--- config.mk ---
export PLATFORM = sky130hd
export DESIGN_NAME = cbw_bridge_gen
export DESIGN_NICKNAME = d
export VERILOG_FILES = /design/src/cbw_pkg.sv /design/src/cbw_db_if.sv /design/src/cbw_bridge_gen.sv /design/src/cbw_db_counter.sv
export SDC_FILE = /design/constraint.sdc
export NUM_CORES = 1
export LEC_CHECK = 0
export ABC_AREA = 1
export BUFFER_PORTS_ARGS = -buffer_cell sky130_fd_sc_hd__buf_2
export CAP_MARGIN = 20
export CORE_MARGIN = 5
export CORE_UTILIZATION = 55
export DETAILED_ROUTE_END_ITERATION = 8
export HOLD_SLACK_MARGIN = 0.05
export PLACE_DENSITY_LB_ADDON = 0.2
export SYNTH_ARGS = -nofsm -noshare
export SYNTH_HDL_FRONTEND = slang
export SYNTH_SLANG_ARGS = --single-unit
export TNS_END_PERCENT = 1
--- constraint.sdc ---
create_clock -name core_clk_i -period 4.2 [get_ports core_clk_i]
set_clock_uncertainty 0.15 [all_clocks]
set_input_delay 0 -clock core_clk_i [delete_from_list [all_inputs] [get_ports core_clk_i]]
set_output_delay 0 -clock core_clk_i [all_outputs]
set_load 0.02 [all_outputs]
--- src/cbw_pkg.sv ---
// Shared constants for the complementary bridge waveform generator
`default_nettype none
package cbw_pkg;

   // Register port geometry
   localparam int          CBW_DATA_W         = 8;
   localparam int          CBW_ADDR_W         = 3;
   localparam int          CBW_DB_W           = 6;

   // Register indexes
   localparam logic [2:0]  CBW_REG_CON0       = 3'h0;
   localparam logic [2:0]  CBW_REG_CON1       = 3'h1;
   localparam logic [2:0]  CBW_REG_CLKCON     = 3'h2;
   localparam logic [2:0]  CBW_REG_ISM        = 3'h3;
   localparam logic [2:0]  CBW_REG_DBR        = 3'h4;
   localparam logic [2:0]  CBW_REG_DBF        = 3'h5;
   localparam logic [2:0]  CBW_REG_STATUS     = 3'h6;

   // Field positions
   localparam int          CBW_CON0_EN_BIT    = 7;
   localparam int          CBW_MODE_DIR_BIT   = 0;
   localparam int          CBW_CON1_OVR_LSB   = 4;
   localparam int          CBW_CLK_CS_BIT     = 0;
   localparam int          CBW_STAT_DIR_BIT   = 0;
   localparam int          CBW_STAT_HOLD_BIT  = 1;
   localparam int          CBW_STAT_PEND_BIT  = 2;
   localparam int          CBW_STAT_OUT_LSB   = 4;

   // Operating modes; bit 0 of a full-bridge code is the direction
   localparam logic [2:0]  CBW_MODE_HALF      = 3'h4;
   localparam logic [2:0]  CBW_MODE_FULL_FWD  = 3'h2;
   localparam logic [2:0]  CBW_MODE_FULL_REV  = 3'h3;

   // Input select codes, also the index into the source vector
   localparam logic [2:0]  CBW_SRC_PIN        = 3'h0;
   localparam logic [2:0]  CBW_SRC_DSM        = 3'h7;

   // Reset values
   localparam logic [2:0]  CBW_MODE_RST       = 3'h0;
   localparam logic [3:0]  CBW_POL_RST        = 4'hf;
   localparam logic [3:0]  CBW_OVR_RST        = 4'h0;

   function automatic logic cbw_is_full(input logic [2:0] mode);
      return (mode == CBW_MODE_FULL_FWD) || (mode == CBW_MODE_FULL_REV);
   endfunction

endpackage
`default_nettype wire

--- src/cbw_db_if.sv ---
// Control and status wires of one dead-band counter
`default_nettype none
interface cbw_db_if #(parameter int W = 6);
   logic          start;
   logic          abort;
   logic          tick;
   logic [W-1:0]  limit;
   logic          busy;
   logic          done;

   modport ctl (output start, output abort, output tick, output limit, input busy, input done);
   modport cnt (input start, input abort, input tick, input limit, output busy, output done);
endinterface
`default_nettype wire

--- src/cbw_bridge_gen.sv ---
// Complementary bridge waveform generator with half- and full-bridge dead band
//
// The implementer's own choices: the address map and the plain strobed port.
`default_nettype none
module cbw_bridge_gen
   import cbw_pkg::*;
#(
   parameter int DB_W = CBW_DB_W
)
(
   // Clock and reset
   input  wire logic                   core_clk_i,
   input  wire logic                   rst_i,
   // Register port
   input  wire logic [CBW_ADDR_W-1:0]  reg_addr_i,
   input  wire logic [CBW_DATA_W-1:0]  reg_wdata_i,
   input  wire logic                   reg_wr_i,
   input  wire logic                   reg_rd_i,
   output logic      [CBW_DATA_W-1:0]  reg_rdata_o,
   // Modulation sources
   input  wire logic                   pin_input_selection_i,
   input  wire logic                   capture_compare_unit_one_out_i,
   input  wire logic                   capture_compare_unit_two_out_i,
   input  wire logic                   pulse_width_unit_three_out_i,
   input  wire logic                   pulse_width_unit_four_out_i,
   input  wire logic                   comparator_one_out_i,
   input  wire logic                   comparator_two_out_i,
   input  wire logic                   data_signal_modulator_out_i,
   // Timing and power
   input  wire logic                   internal_fast_oscillator_tick_i,
   input  wire logic                   sleep_i,
   input  wire logic                   shutdown_i,
   // Bridge drives
   output logic                        bridge_out_a_o,
   output logic                        bridge_out_b_o,
   output logic                        bridge_out_c_o,
   output logic                        bridge_out_d_o
);

   if (DB_W < 1 || DB_W > CBW_DATA_W)
   begin : g_chk
      $error("DB_W must lie between 1 and the register data width");
   end

   // Software-visible state
   logic                   en_r;
   logic [2:0]             mode_r;
   logic [3:0]             pol_r;
   logic [3:0]             ovr_r;
   logic                   cs_r;
   logic [2:0]             isel_r;
   logic [DB_W-1:0]        dbr_r;
   logic [DB_W-1:0]        dbf_r;
   logic [CBW_DATA_W-1:0]  rdata_r;

   // Generator state
   logic                   in_prev_r;
   logic                   dir_r;
   logic                   dir_nxt;
   logic                   hold_r;
   logic                   hold_nxt;
   logic [3:0]             act_r;
   logic [3:0]             act_nxt;
   logic [3:0]             out_r;
   logic [3:0]             out_nxt;

   cbw_db_if #(.W(DB_W)) rdb_if ();
   cbw_db_if #(.W(DB_W)) fdb_if ();

   // Register decode
   wire wr_con0_w   = reg_wr_i && reg_addr_i == CBW_REG_CON0;
   wire wr_con1_w   = reg_wr_i && reg_addr_i == CBW_REG_CON1;
   wire wr_clkcon_w = reg_wr_i && reg_addr_i == CBW_REG_CLKCON;
   wire wr_ism_w    = reg_wr_i && reg_addr_i == CBW_REG_ISM;
   wire wr_dbr_w    = reg_wr_i && reg_addr_i == CBW_REG_DBR;
   wire wr_dbf_w    = reg_wr_i && reg_addr_i == CBW_REG_DBF;

   wire [CBW_DATA_W-1:0] con0_w = {en_r, 4'h0, mode_r};
   wire [CBW_DATA_W-1:0] con1_w = {ovr_r, pol_r};
   wire [CBW_DATA_W-1:0] stat_w = {out_r, 1'b0, (dir_r != mode_r[CBW_MODE_DIR_BIT]) && cbw_is_full(mode_r),
                                   hold_r, dir_r};

   // Unmapped indexes read as zero
   wire [CBW_DATA_W-1:0] rd_mux_w =
      (reg_addr_i == CBW_REG_CON0)   ? con0_w :
      (reg_addr_i == CBW_REG_CON1)   ? con1_w :
      (reg_addr_i == CBW_REG_CLKCON) ? CBW_DATA_W'(cs_r) :
      (reg_addr_i == CBW_REG_ISM)    ? CBW_DATA_W'(isel_r) :
      (reg_addr_i == CBW_REG_DBR)    ? CBW_DATA_W'(dbr_r) :
      (reg_addr_i == CBW_REG_DBF)    ? CBW_DATA_W'(dbf_r) :
      (reg_addr_i == CBW_REG_STATUS) ? stat_w : '0;

   always_ff @(posedge core_clk_i)
   begin
      if (rst_i)
      begin
         en_r   <= 1'b0;
         mode_r <= CBW_MODE_RST;
         pol_r  <= CBW_POL_RST;
         ovr_r  <= CBW_OVR_RST;
         cs_r   <= 1'b0;
         isel_r <= CBW_SRC_PIN;
         dbr_r  <= '0;
         dbf_r  <= '0;
      end
      else
      begin
         if (wr_con0_w)
         begin
            en_r   <= reg_wdata_i[CBW_CON0_EN_BIT];
            mode_r <= reg_wdata_i[2:0];
         end
         if (wr_con1_w)
         begin
            pol_r <= reg_wdata_i[3:0];
            ovr_r <= reg_wdata_i[CBW_CON1_OVR_LSB +: 4];
         end
         if (wr_clkcon_w)
            cs_r <= reg_wdata_i[CBW_CLK_CS_BIT];
         if (wr_ism_w)
            isel_r <= reg_wdata_i[2:0];
         if (wr_dbr_w)
            dbr_r <= reg_wdata_i[DB_W-1:0];
         if (wr_dbf_w)
            dbf_r <= reg_wdata_i[DB_W-1:0];
      end
   end

   // Read data stands only in the cycle after the strobe
   always_ff @(posedge core_clk_i)
   begin
      if (rst_i)
         rdata_r <= '0;
      else
         rdata_r <= reg_rd_i ? rd_mux_w : '0;
   end

   wire [7:0] src_w = {data_signal_modulator_out_i, comparator_two_out_i, comparator_one_out_i,
                       pulse_width_unit_four_out_i, pulse_width_unit_three_out_i,
                       capture_compare_unit_two_out_i, capture_compare_unit_one_out_i, pin_input_selection_i};
   wire       sel_in_w = src_w[isel_r];
   wire       rise_w   = sel_in_w && !in_prev_r;
   wire       fall_w   = !sel_in_w && in_prev_r;

   wire       half_w   = en_r && mode_r == CBW_MODE_HALF;
   wire       full_w   = en_r && cbw_is_full(mode_r);
   wire       idle_w   = !half_w && !full_w;
   wire       mdir_w   = mode_r[CBW_MODE_DIR_BIT];

   // system clock stops in sleep, the oscillator does not
   wire       tick_w   = cs_r ? internal_fast_oscillator_tick_i : !sleep_i;

   wire       chg_w    = full_w && rise_w && (mdir_w != dir_r);
   assign dir_nxt = full_w ? (chg_w ? mdir_w : dir_r) : mdir_w;

   // rising counter: half rise or reverse; falling counter: half fall or forward
   wire       rstart_w = half_w ? rise_w : (chg_w && mdir_w);
   wire       fstart_w = half_w ? fall_w : (chg_w && !mdir_w);
   assign rdb_if.start = rstart_w;
   assign rdb_if.abort = idle_w || (half_w && fall_w) || (full_w && fstart_w);
   assign rdb_if.tick  = tick_w;
   assign rdb_if.limit = dbr_r;
   assign fdb_if.start = fstart_w;
   assign fdb_if.abort = idle_w || (half_w && rise_w) || (full_w && rstart_w);
   assign fdb_if.tick  = tick_w;
   assign fdb_if.limit = dbf_r;

   cbw_db_counter #(.W(DB_W)) u_rise_db
   (
      .core_clk_i (core_clk_i),
      .rst_i      (rst_i),
      .db         (rdb_if.cnt)
   );

   cbw_db_counter #(.W(DB_W)) u_fall_db
   (
      .core_clk_i (core_clk_i),
      .rst_i      (rst_i),
      .db         (fdb_if.cnt)
   );

   wire db_done_w = rdb_if.done || fdb_if.done;

   // hold new modulated output until dead band ends
   assign hold_nxt = full_w && (chg_w || hold_r) && !db_done_w;

   // half bridge: each output rises a dead band after the other falls
   wire hb_a_w = fall_w ? 1'b0 : (rdb_if.done ? 1'b1 : act_r[0]);
   wire hb_b_w = rise_w ? 1'b0 : (fdb_if.done ? 1'b1 : act_r[1]);

   // static pair from direction, modulated pair gated by hold
   // A and C take no dead band
   // B or D modulates after the hold
   wire fb_mod_w = !hold_nxt && sel_in_w;
   wire [3:0] fb_w = {!dir_nxt && fb_mod_w, dir_nxt, dir_nxt && fb_mod_w, !dir_nxt};

   assign act_nxt = half_w ? {hb_b_w, hb_a_w, hb_b_w, hb_a_w} :
                    full_w ? fb_w : 4'h0;

   assign out_nxt = shutdown_i ? ovr_r : ~(act_nxt ^ pol_r);

   always_ff @(posedge core_clk_i)
   begin
      if (rst_i)
      begin
         in_prev_r <= 1'b0;
         dir_r     <= 1'b0;
         hold_r    <= 1'b0;
         act_r     <= 4'h0;
         out_r     <= 4'h0;
      end
      else
      begin
         in_prev_r <= sel_in_w;
         dir_r     <= dir_nxt;
         hold_r    <= hold_nxt;
         act_r     <= act_nxt;
         out_r     <= out_nxt;
      end
   end

   assign reg_rdata_o    = rdata_r;
   assign bridge_out_a_o = out_r[0];
   assign bridge_out_b_o = out_r[1];
   assign bridge_out_c_o = out_r[2];
   assign bridge_out_d_o = out_r[3];
endmodule
`default_nettype wire

--- src/cbw_db_counter.sv ---
// Dead-band interval counter: counts generator ticks from zero up to a limit
`default_nettype none
module cbw_db_counter
   import cbw_pkg::*;
#(
   parameter int W = CBW_DB_W
)
(
   // Clock and reset
   input  wire logic  core_clk_i,
   input  wire logic  rst_i,
   // Control side
   cbw_db_if.cnt      db
);

   logic [W-1:0]  cnt_r;
   logic [W-1:0]  cnt_nxt;
   logic          busy_r;
   logic          busy_nxt;
   wire  [W-1:0]  cnt_inc_w = W'(cnt_r + 1'b1);
   // Compare with >= so that a limit lowered mid-interval still ends it
   wire           last_w    = cnt_inc_w >= db.limit;
   wire           zero_w    = db.limit == '0;

   assign cnt_nxt  = db.start ? '0 : ((busy_r && db.tick) ? cnt_inc_w : cnt_r);
   assign busy_nxt = db.start ? !zero_w : (!db.abort && busy_r && !(db.tick && last_w));
   assign db.done  = db.start ? zero_w : (!db.abort && busy_r && db.tick && last_w);
   assign db.busy  = busy_r;

   always_ff @(posedge core_clk_i)
   begin
      if (rst_i)
      begin
         cnt_r  <= '0;
         busy_r <= 1'b0;
      end
      else
      begin
         cnt_r  <= cnt_nxt;
         busy_r <= busy_nxt;
      end
   end
endmodule
`default_nettype wire

; Word level (Yosys, flattened, before mapping)
; Cells that the tools add are included.
[word_totals]
word_cells = 129
reg_bits = 59
[classes]
bitwise = 3
n_eq_ne = 11
n_lt_le_gt_ge = 3
mux = 25
n_reduce_logical = 66
n_addsub = 2
[op_table]
columns = cell, n
row1 = $mux W8, 7
row2 = $logic_and A1 B1 Y1, 37
row3 = $logic_not A1 Y1, 15
row4 = $mux W1, 14
row5 = $add A6 B1 Y6 const B, 2
row6 = $eq A3 B2 Y1 const B, 4
row7 = $eq A3 B3 Y1 const B, 4
row8 = $ge A6 B6 Y1, 2
row9 = $logic_not A6 Y1, 2
row10 = $mux W4, 3
row11 = $logic_or A1 B1 Y1, 7
row12 = $reduce_or A2 Y1, 3
row13 = $lt A3 B4 Y1 const B, 1
row14 = $not A4 Y4, 1
row15 = $xor A4 B4 Y4, 1
row16 = $bmux W1 S3, 1
row17 = $eq A3 B1 Y1 const B, 1
row18 = $logic_not A3 Y1, 1
row19 = $reduce_or A3 Y1, 1
row20 = $ne A1 B1 Y1, 2
row21 = $not A1 Y1, 1

; Logic depth before layout (Yosys ltp)
; Gate-level depths: netlist of run 1.
[logic_depth]
ltp_word = 25
mapped_depth = 20

; Cells and area by module
; A second synthesis of run 1 with hierarchy kept.
[hier_totals]
cells_unflattened = 473
area_unflattened_um2 = 3234.4
[by_module_without_submodules]
columns = mod, cells_each, instances, area_each_um2
row1 = cbw_bridge_gen, 315, 1, 2175.8
row2 = cbw_db_counter, 79, 2, 529.3

; Worst setup path after synthesis of run 1
; No wires, ideal clock.
[synth_timing]
path_kind = reg-to-reg
startpoint = reg u_rise_db.cnt_r[0]
endpoint = reg out_r[1]
stages_incl_launch_ff = 20
setup_time_ns = 0.109
path_slack_ns = 1.767
t_arrival_ns = 2.174
n_path_buf = 0
synth_period_minus_slack_ns = 2.433
path_cell_list = dfxtp_1 -> ha_1 -> nand3_1 -> xor2_1 -> inv_1 -> ha_1 -> nand2_1 -> inv_1 -> nand4_1 -> o2111ai_1 -> nand2_1 -> nand3b_2 -> nand2_2 -> o21bai_2 -> nand2_2 -> nand2_2 -> nand2_1 -> nand3_1 -> nand2_1 -> inv_1
[synth_between]
elab_chain_len = 15
[synth_lines]
columns = element, line_no
row1 = start: declaration, cbw_db_counter.sv:16  ; logic [W-1:0] cnt_r;
row2 = start signal: assignment, cbw_db_counter.sv:39  ; cnt_r <= cnt_nxt;
row3 = $add A6 B1 Y6, cbw_db_counter.sv:20  ; wire [W-1:0] cnt_inc_w = W'(cnt_r + 1'b1);
row4 = net u_rise_db.cnt_inc_w[4], cbw_db_counter.sv:20
row5 = $ge A6 B6 Y1, cbw_db_counter.sv:22  ; wire last_w = cnt_inc_w >= db.limit;
row6 = $logic_and A1 B1 Y1, cbw_db_counter.sv:27  ; assign db.done = db.start ? zero_w : (!db.abort && busy_r && db.tick && last_w);
row7 = $mux W1, cbw_db_counter.sv:27
row8 = $logic_or A1 B1 Y1, cbw_bridge_gen.sv:182  ; wire db_done_w = rdb_if.done || fdb_if.done;
row9 = $logic_not A1 Y1, cbw_bridge_gen.sv:185  ; assign hold_nxt = full_w && (chg_w || hold_r) && !db_done_w;
row10 = $logic_and A1 B1 Y1, cbw_bridge_gen.sv:185
row11 = $logic_not A1 Y1, cbw_bridge_gen.sv:194  ; wire fb_mod_w = !hold_nxt && sel_in_w;
row12 = $logic_and A1 B1 Y1, cbw_bridge_gen.sv:194
row13 = $logic_and A1 B1 Y1, cbw_bridge_gen.sv:195  ; wire [3:0] fb_w = {!dir_nxt && fb_mod_w, dir_nxt, dir_nxt && fb_mod_w, !dir_nxt};
row14 = $mux W4, cbw_bridge_gen.sv:198  ; full_w ? fb_w : 4'h0;
row15 = $mux W4, cbw_bridge_gen.sv:197  ; assign act_nxt = half_w ? {hb_b_w, hb_a_w, hb_b_w, hb_a_w} :
row16 = $xor A4 B4 Y4, cbw_bridge_gen.sv:200  ; assign out_nxt = shutdown_i ? ovr_r : ~(act_nxt ^ pol_r);
row17 = $not A4 Y4, cbw_bridge_gen.sv:200
row18 = $mux W4, cbw_bridge_gen.sv:200
row19 = end signal: assignment, cbw_bridge_gen.sv:218  ; out_r <= out_nxt;
row20 = end: declaration, cbw_bridge_gen.sv:64  ; logic [3:0] out_r;
; The timed path passes the listed nets, and every way through them passes these cells.
; A chain may end at the register's enable or synchronous reset.

; Final worst setup path of run 1
[layout_timing]
startpoint = reg u_rise_db.cnt_r[0]
endpoint = reg out_r[0]
[layout_between]
elab_chain_len = 10
[layout_lines]
columns = element, line_no
row1 = $add A6 B1 Y6, cbw_db_counter.sv:20
row2 = net u_rise_db.cnt_inc_w[4], cbw_db_counter.sv:20
row3 = $ge A6 B6 Y1, cbw_db_counter.sv:22
row4 = $logic_and A1 B1 Y1, cbw_db_counter.sv:27
row5 = $mux W1, cbw_db_counter.sv:27
row6 = $mux W1 (2 in series), cbw_bridge_gen.sv:188  ; wire hb_a_w = fall_w ? 1'b0 : (rdb_if.done ? 1'b1 : act_r[0]);
row7 = $mux W4, cbw_bridge_gen.sv:197
row8 = $xor A4 B4 Y4, cbw_bridge_gen.sv:200
row9 = $not A4 Y4, cbw_bridge_gen.sv:200
row10 = $mux W4, cbw_bridge_gen.sv:200
; The timed path passes the listed nets, and every way through them passes these cells.

==> results.yml, run 1 <==
run_status:
  outcome: "completed"
critical_path:
  cp.required_ns: 4.30
  startpoint_type: "flop"
  worstPathArrival_ns: 2.86
  cp-end-kind: "flop"
  worstSetupPathType: "flop to flop"
  cp_max_fo: 4
global_route:
  antenna_found_initial: 0
  grtUsageMet2: 0.374
  grt_pass1_wl_um: 14100
  grt_use_total: 0.247
  grt-ovfl-total: 0
  met3_usage: 0.0718
  grt_max_degree: 31
  grtUsageMet1: 0.328
  grt_pass1_vias: 2928
  grt.busiest_layer: "met2"
place:
  io_buffers: 37
  globalplace.congestion: 0.986
  pre_cts_slack_ns: 1.48
  placed_area_mm2: 0.00338
  hpwl_um: 6380
final_layout:
  fillers: 477
  drive_above_1_share: 0.161
  num_antenna_cells: 0
  area_delta_synth_final_pct: 20.4
  stdcell_area_mm2: 0.00376
  nets: 533
timing:
  period_minus_slack_ns: 2.76
  worst_slew_pin_slew_ns: 0.871
  totalNegativeSetupSlack_ns: 0
  slew_viol_final: 0
  relSlewSlack: 0.419
  timing.fmax_ghz: 0.363
  fin_ws_ns: 1.44
  timing.final.crit_share: 0.656
  hold_viol: 0
  hold_ws_ns: 0.109
  rsz0062_at_grt: "no"
  finalSetupViolCount: 0
detailed_routing:
  routed_wl_um: 8550
  postRouteAntennaNets: 0
  vias: 3138
  route.detailed.drc: 0
  wl_per_cell_um: 15.0
  via_per_inst: 5.51
  drt-initial-drc-count: 268
  drt_pre_antenna_iters: 5
synth:
  yosysSeqAreaShare: 0.378
  synth_seq_cells: 59
  synth_ff_type: "dfxtp_1"
  synth_edf_count: 0
  synth_top_area_frac: 0.378
  ys_top_cells_by_count: "nand2_1 (76), inv_1 (69), dfxtp_1 (59)"
  syn_nets: 474
  synthArstFlopShare: 0
  syn_area_per_cell_um2: 7.20
  yosysMostFrequentCell: "nand2_1"
  syn_inst: 434
  synth_area_mm2: 0.00312
  synthTopCellsByArea: "dfxtp_1 (38%), nand2_1 (9.1%), a21oi_1 (8.7%), inv_1 (8.3%), ha_1 (5.6%)"
  ys_warn_count: 0
  ys_types: 36
  yosysTopAreaCell: "dfxtp_1"
floorplan:
  io_pins: 38
  initial_utilization: 0.567
  core_mm2: 0.00551
  die_h_um: 85.4
  die_area_mm2: 0.00729
  die_w_um: 85.4
  rows: 27
pwr:
  power_density_mw_per_mm2: 339
  peakVddDrop_mv: 0.293
  p_leak_nw: 1.71
  power.total_mw: 1.28
clocking:
  cts_resized: 0
  root_buffer: "clkbuf_8"
  cts_sinks: 59
  clock_path_buffers: 2
  cts-buffers-inserted: 9
  htreeDepth: 3
  cts.clk_slew.worst_paths_ns: 0.07
  cts_tree: "built"
  clkLatencyLatePin_ns: 0.35
  postCtsSetupRepairBufs: 0
flow_run:
  max_cap_violations: 0
worst_hold_path:
  worst_hold_path_type: "input pin to flop"
state kept, by name, summed over array words and instances, names as in the netlist:
name               flops
cs_r                   1
isel_r                 3
u_fall_db.db.busy      1
out_r                  4
u_rise_db.cnt_r        6
ovr_r                  4
hold_r                 1
pol_r                  4
mode_r                 3
dir_r                  1
reg_rdata_o            8
in_prev_r              1
u_rise_db.db.busy      1
dbf_r                  6
u_fall_db.cnt_r        6
act_r                  2
dbr_r                  6
en_r                   1
placed cells by master (no fill, tap or decap), types with 4 or more instances in the layout:
| cell | n |
|---|---|
| ha_1 | 14 |
| nor2_1 | 31 |
| nand3_1 | 22 |
| a21oi_1 | 54 |
| dlygate4sd3_1 | 17 |
| xnor2_1 | 4 |
| dfxtp_1 | 59 |
| nand2_1 | 76 |
| clkbuf_8 | 12 |
| xor2_1 | 8 |
| nand2_2 | 7 |
| o22ai_1 | 4 |
| nand4_1 | 5 |
| inv_2 | 7 |
| o211ai_1 | 6 |
| buf_2 | 37 |
| o21ai_0 | 31 |
| inv_1 | 69 |
| o21ai_1 | 4 |
kinds of logic (layout without fill, tap and decap cells):
logic type                 after synthesis  count (layout)  synth area share
and+or+nand+nor                        158             158             0.242
AOI/OAI and AO/OA                      109             109             0.192
buffers and inverters                   82             146            0.0986
DFF                                     59              59             0.378
adders and majority gates               14              14            0.0561
xor gates and xnor gates                12              12            0.0337
timing repair:
action | CTS | global route
setup endpoints to repair | 0 | 0
endpoints found under the hold margin | 47 | 0
hold buffers | 17 | 0
metrics by stage:
stage,utilization,cells
floorplan,-,434
global placement,0.613,537
detailed placement,0.613,537
CTS,0.683,570
global route,0.683,570
finish,0.683,570
final cells by class:
class / instances / area (um2) / share of cell area
multi-input cells: 293 / 1630 / 0.435
inverters: 76 / 285 / 0.0759
clock buffers: 12 / 165 / 0.0439
well taps: 72 / 90.1 / 0.0240
clock inverters: 4 / 47.5 / 0.0126
repair buffers: 54 / 355 / 0.0945
flip-flops and latches: 59 / 1180 / 0.314
report_power, final:
group	internal, mW	total, mW	leakage (nW)	switching, mW
sequential	0.573	0.584	0.479	0.0105
clock	0.320	0.555	0.108	0.235
combinational	0.0495	0.137	1.12	0.0870
worst max-delay path: stages, from the launching register on:
cell	delay [ns]
dfxtp_1	0.40
ha_1	0.21
nand3_1	0.10
xor2_1	0.19
inv_1	0.06
ha_1	0.27
nand2_1	0.07
inv_1	0.07
nand4_1	0.09
o2111ai_1	0.10
nand2_1	0.09
nand3b_2	0.26
nand3_2	0.08
nand4_1	0.16
a21oi_1	0.18
o21ai_1	0.08
nand2_1	0.06
inv_1	0.03
layer usage:
| metal | part of all wire | vias to the layer above |
|---|---|---|
| met5 | 0 | - |
| met2 | 0.44 | 157 |
| met1 | 0.44 | 1402 |
| met4 | 0.028 | 0 |
| met3 | 0.098 | 25 |
| li1 | - | 1554 |
worst paths after layout:
| path | startpoint | endpoint | slack (ns) | cells after the start |
|---|---|---|---|---|
| worst max-delay path | u_rise_db.cnt_r[0] | out_r[0] | 1.44 | 17 |
| worst max register to register | u_rise_db.cnt_r[0] | out_r[0] | 1.44 | 17 |
| worst min-delay path | sleep_i | u_fall_db.db.busy | 0.11 | 5 |
| worst min register to register | out_r[2] | reg_rdata_o[6] | 0.32 | 2 |
Note: power is estimated with default switching activity, not from simulation.
==> run 2: changes to the inputs <==
- ABC_AREA: 1 -> 0
- clock period: 4.2 -> 2.85 ns (I/O delays scaled with it)
==> run 2 against run 1 <==
Compared with the run above: register-to-register slack lost 1.4 ns; clock power is 48% higher; synthesized cell count down 6.9%; area after synthesis grew 7.4%; combinational power rose by 39%; critical path type unchanged; setup slack worse by 1.4 ns.
==> results.yml, run 2 <==
run_status:
  outcome: "completed"
clocking:
  cts_tree: "built"
  cts_sinks: 59
  clkLatencyLatePin_ns: 0.34
  postCtsSetupRepairBufs: 0
  clock_path_buffers: 2
  cts.clk_slew.worst_paths_ns: 0.07
  root_buffer: "clkbuf_8"
  htreeDepth: 3
  cts-buffers-inserted: 9
floorplan:
  io_pins: 38
  rows: 28
  die_w_um: 88.1
  initial_utilization: 0.567
  core_mm2: 0.00592
  die_area_mm2: 0.00776
  die_h_um: 88.1
place:
  io_buffers: 37
  placed_cells: 507
  pre_cts_slack_ns: -0.0583
  globalplace.congestion: 0.878
  hpwl_um: 6360
  placed_area_mm2: 0.00363
pwr:
  p_leak_nw: 1.70
  power_density_mw_per_mm2: 458
  peakVddDrop_mv: 0.308
  power.total_mw: 1.86
timing:
  relSlewSlack: 0.589
  timing.fmax_ghz: 0.360
  rsz0062_at_grt: "yes"
  finalSetupViolCount: 0
  totalNegativeSetupSlack_ns: 0
  slew_viol_final: 0
  timing.final.crit_share: 0.973
  fin_ws_ns: 0.0756
  period_minus_slack_ns: 2.77
  worst_slew_pin_slew_ns: 0.612
  hold_viol: 0
  hold_ws_ns: 0.115
synth:
  syn_inst: 404
  synth_top_family_by_area: "simple AND/OR/NAND/NOR gates"
  muxShareOfSynthArea: 0.0824
  syn_area_per_cell_um2: 8.30
  ys_top_cells_by_count: "dfxtp_1 (59), nor2_1 (52), nand2_1 (44)"
  synth_adder_area_share: 0.0522
  synth_area_mm2: 0.00335
  synthArstFlopShare: 0
  synth_compound_area_frac: 0.162
  synth_xor_area_frac: 0.0470
  synth_seq_cells: 59
  yosys.area_share.simple: 0.261
  synthTopCellsByArea: "dfxtp_1 (35%), mux2i_1 (7.5%), nor2_1 (5.8%), ha_1 (5.2%), nand2_1 (4.9%)"
  synth_ff_type: "dfxtp_1"
  syn_nets: 444
  yosysTopAreaCell: "dfxtp_1"
  yosysMostFrequentCell: "dfxtp_1"
  ys_warn_count: 0
  synth_top_area_frac: 0.352
  synth_edf_count: 0
  yosysSeqAreaShare: 0.352
  ys_types: 61
critical_path:
  crit_buf_inv: 1
  startpoint_type: "flop"
  critPathSlowestCell: "dfxtp_1"
  path_cells: "nand2_1 > nor2_4 > xor2_1 > ha_1 > o211a_1 > a221oi_2 > buf_4 > o2bb2ai_1 > a211o_2 > a22oi_2 > xnor2_1 > a21oi_1"
  max_stage_delay_ns: 0.41
  cp-end-kind: "flop"
  cp_max_fo: 5
  worstSetupPathType: "flop to flop"
  cp.required_ns: 2.93
  worstPathArrival_ns: 2.85
  cp_top_family: "compound AO/OA/AOI/OAI gates"
final_layout:
  drive_above_1_share: 0.198
  largest_reg_flops: 8
  utilization: 0.688
  mostFrequentLayoutCells: "dfxtp_1 (57), nor2_1 (51), nand2_1 (44)"
  nets: 499
  layout_commonest_cell: "dfxtp_1"
  fillers: 489
  final_cells: 539
  num_antenna_cells: 0
  area_delta_synth_final_pct: 21.4
  stdcell_area_mm2: 0.00407
global_route:
  grt-ovfl-total: 0
  grt_pass1_vias: 3034
  antenna_found_initial: 0
  grt_use_total: 0.242
  grt_pass1_wl_um: 14500
  grt_max_degree: 33
detailed_routing:
  route.detailed.drc: 0
  drt_pre_antenna_iters: 6
  via_per_inst: 5.84
  routed_wl_um: 8920
  drt-initial-drc-count: 247
  postRouteAntennaNets: 0
  wl_per_cell_um: 16.5
  vias: 3147
worst_hold_path:
  worst_hold_path_type: "input pin to flop"
flow_run:
  max_cap_violations: 0
-- run 2: cell count changes after synthesis, moves of 7 or more --
cell      before  now
inv_1         69   16
a21oi_1       54   25
nand2_2        7    0
nand2_1       76   44
nand3_1       22   13
nor3_1         2   14
o21ai_0       31   12
nor2b_1        0    9
mux2i_1        0   25
nor2_1        31   52
inv_2          7    0
nand2b_1       0    7
-- run 2: cell families (layout without fill, tap and decap cells) --
group	count (synthesis)	count (layout)
flops	59	59
xor+xnor	18	18
simple gates	174	174
compound gates	76	76
buf+inv	36	96
fa+ha+maj	14	14
mux	27	27
-- run 2: routing by layer --
| metal | wire length [um] | part of all wire | vias to the layer above | global-route usage |
|---|---|---|---|---|
| met2 | 4190 | 0.47 | 124 | 0.400 |
| met5 | 0 | 0 | - | 0 |
| met4 | 349 | 0.039 | 0 | 0.137 |
| met3 | 593 | 0.067 | 32 | 0.0423 |
| li1 | - | - | 1545 | - |
| met1 | 3780 | 0.42 | 1446 | 0.296 |
-- run 2: layout make-up --
type	count	area [um2]	area share
clock inverters	6	80.1	0.0197
repair buffers	64	428	0.105
flip-flops and latches	59	1180	0.291
multi-input cells	309	2100	0.515
clock buffers	10	128	0.0313
well taps	75	93.8	0.0230
inverters	16	60.1	0.0148
-- run 2: final timing paths --
check / startpoint / endpoint / slack, ns / cells after the start
hold / removal: reg_addr_i[0] / reg_rdata_o[3] / 0.11 / 5
setup reg to reg: u_rise_db.cnt_r[3] / out_r[1] / 0.08 / 12
hold reg to reg: ovr_r[1] / ovr_r[1] / 0.30 / 2
setup / recovery: u_rise_db.cnt_r[3] / out_r[1] / 0.08 / 12
-- run 2: power breakdown --
part | internal (mW) | total, mW | leakage [nW] | switching [mW]
Combinational | 0.0786 | 0.190 | 1.11 | 0.111
Clock | 0.486 | 0.820 | 0.110 | 0.334
Sequential | 0.839 | 0.854 | 0.479 | 0.0149
Total | 1.40 | 1.86 | 1.70 | 0.460
-- run 2: worst reg2reg max path: cells and delay by family (launching register included) --
kind                       cells  cell delay (ns)
buffers and inverters          1             0.17
DFF                            1             0.41
AOI/OAI and AO/OA              6             1.13
adders and majority gates      1             0.28
and+or+nand+nor                2             0.21
xor gates and xnor gates       2             0.32
-- run 2: timing repair --
action,4_1_cts,5_1_grt
endpoints found under the hold margin,44,0
hold buffers,16,0
pin swaps,3,3
gates resized for setup,3,14
endpoints found under the setup margin,5,6
==> run 3: changes to the inputs <==
- MAX_ROUTING_LAYER: default -> met4
==> run 3 against run 2 <==
Compared with the run above: total power about the same; sequential power hardly changed; sequential share of layout area did not move; register-to-register slack barely moved; utilization is the same; setup slack improved by 0.0048 ns; combinational power about the same; count of clock-buffer cells in the layout unchanged; non-clock buffer count unchanged; global-route usage up 0.79 points; wire length shrank 0.74%; fmax up 0.17%; critical endpoint unchanged.
==> results.yml, run 3 (synthesis results as in run 2) <==
run_status:
  outcome: "completed"
critical_path:
  startpoint_type: "flop"
  cp-endpoint: "out_r[1]"
  max_stage_delay_ns: 0.41
  r2r-end: "out_r[1]"
  r2r_slack_ns: 0.08
  r2r_cells: 12
  cp.required_ns: 2.93
  path_cells: "nand2_1 > nor2_4 > xor2_1 > ha_1 > o211a_1 > a221oi_2 > buf_4 > o2bb2ai_1 > a211o_2 > a22oi_2 > xnor2_1 > a21oi_1"
  cp_max_fo: 5
  cp-end-kind: "flop"
  r2r-start: "u_rise_db.cnt_r[3]"
  worstSetupPathType: "flop to flop"
  worstPathArrival_ns: 2.85
  critPathLaunch: "u_rise_db.cnt_r[3]"
  critPathSlowestCell: "dfxtp_1"
clocking:
  htreeDepth: 3
  cts.clk_slew.worst_paths_ns: 0.07
  cts_tree: "built"
  root_buffer: "clkbuf_8"
  cts-buffers-inserted: 9
  clock_path_buffers: 2
  cts_sinks: 59
  clkLatencyLatePin_ns: 0.34
pwr:
  peakVddDrop_mv: 0.309
  p_leak_nw: 1.70
  power_density_mw_per_mm2: 458
final_layout:
  num_antenna_cells: 0
  final_cells: 539
  mostFrequentLayoutCells: "dfxtp_1 (57), nor2_1 (51), nand2_1 (44)"
  multi_input_area_mm2: 0.00210
  layout_commonest_cell: "dfxtp_1"
  drive_above_1_share: 0.198
  nets: 499
  fillers: 489
  regArea_mm2: 0.00118
  largest_reg_flops: 8
  area_delta_synth_final_pct: 21.4
floorplan:
  initial_utilization: 0.567
  die_h_um: 88.1
  io_pins: 38
  rows: 28
  core_mm2: 0.00592
  die_area_mm2: 0.00776
  die_w_um: 88.1
detailed_routing:
  drt-initial-drc-count: 272
  wl_per_cell_um: 16.4
  via_per_inst: 5.81
  vias: 3129
  route.detailed.drc: 0
  routed_wl_um: 8850
  postRouteAntennaNets: 0
  drt_pre_antenna_iters: 5
timing:
  rsz0062_at_grt: "yes"
  finalSetupViolCount: 0
  relSlewSlack: 0.587
  worst_slew_pin_slew_ns: 0.615
  timing.fmax_ghz: 0.361
  fin_ws_ns: 0.0804
  period_minus_slack_ns: 2.77
  slew_viol_final: 0
  timing.final.crit_share: 0.972
  hold_viol: 0
global_route:
  antenna_found_initial: 0
  grt_pass1_wl_um: 14600
  grt-ovfl-total: 0
  grt_use_total: 0.250
  grt_max_degree: 33
  grt_pass1_vias: 3037
place:
  pre_cts_slack_ns: -0.0583
  globalplace.congestion: 0.893
  placed_cells: 507
  hpwl_um: 6360
  io_buffers: 37
worst_hold_path:
  worst_hold_path_type: "input pin to flop"
flow_run:
  max_cap_violations: 0
## run 3: cell counts in the layout (fill, tap and decap cells not counted)
No cell type changed its count.
## run 3: layout make-up
class                   instances  area share
clock inverters                 6      0.0197
inverters                      16      0.0148
well taps                      75      0.0230
repair buffers                 64       0.105
multi-input cells             309       0.515
clock buffers                  10      0.0313
flip-flops and latches         59       0.291
## run 3: layer usage
metal  GRT usage  wire, um  vias to the layer above
li1            -         -                     1537
met1       0.296      3810                     1439
met2       0.401      4140                      121
met3      0.0593       572                       32
met4       0.113       334                        0
met5           -         0                        -
## run 3: critical path, delay by kind of cell (launching register included)
kind / cells / cell delay, ns
AOI/OAI and AO/OA: 6 / 1.13
xor gates and xnor gates: 2 / 0.32
adders and majority gates: 1 / 0.28
buffers and inverters: 1 / 0.17
DFF: 1 / 0.41
and+or+nand+nor: 2 / 0.21
## run 3: worst min-delay path by stage
stage / from / end / slack, ns / cells after the start
5_1_grt: reg_addr_i[0] / reg_rdata_o[3] / 0.13 / 5
6_report: reg_addr_i[0] / reg_rdata_o[3] / 0.12 / 5
2_1_floorplan: reg_wdata_i[0] / pol_r[0] / -0.03 / 2
3_3_place_gp: reg_wdata_i[6] / ovr_r[2] / 0.09 / 3
4_1_cts: reg_addr_i[0] / reg_rdata_o[3] / 0.09 / 5
3_5_place_dp: reg_wdata_i[6] / ovr_r[2] / 0.10 / 3
## run 3: what timing repair did
action	in CTS	in global routing
hold buffers	16	0
endpoints found under the setup margin	5	6
hold endpoints to repair	44	0
pin swaps	3	3
setup buffers	0	0
resized for setup	3	14
## run 3: power by group
| part | internal [mW] | switching [mW] |
|---|---|---|
| clock | 0.486 | 0.334 |
| combinational | 0.0786 | 0.111 |
| sequential | 0.839 | 0.0147 |
## run 3: stage by stage
stage	TNS (ns)	area [um2]	utilization	total power [mW]	hold WS [ns]
6_report	0	4070	0.688	1.86	0.125
5_1_grt	-0.186	4070	0.688	1.94	0.130
4_1_cts	0	4010	0.677	1.88	0.0882
3_5_place_dp	-0.175	3630	0.613	1.04	0.100
3_3_place_gp	-0.000902	3630	0.613	1.03	0.0909
2_1_floorplan	0	3350	-	0.978	-0.0289
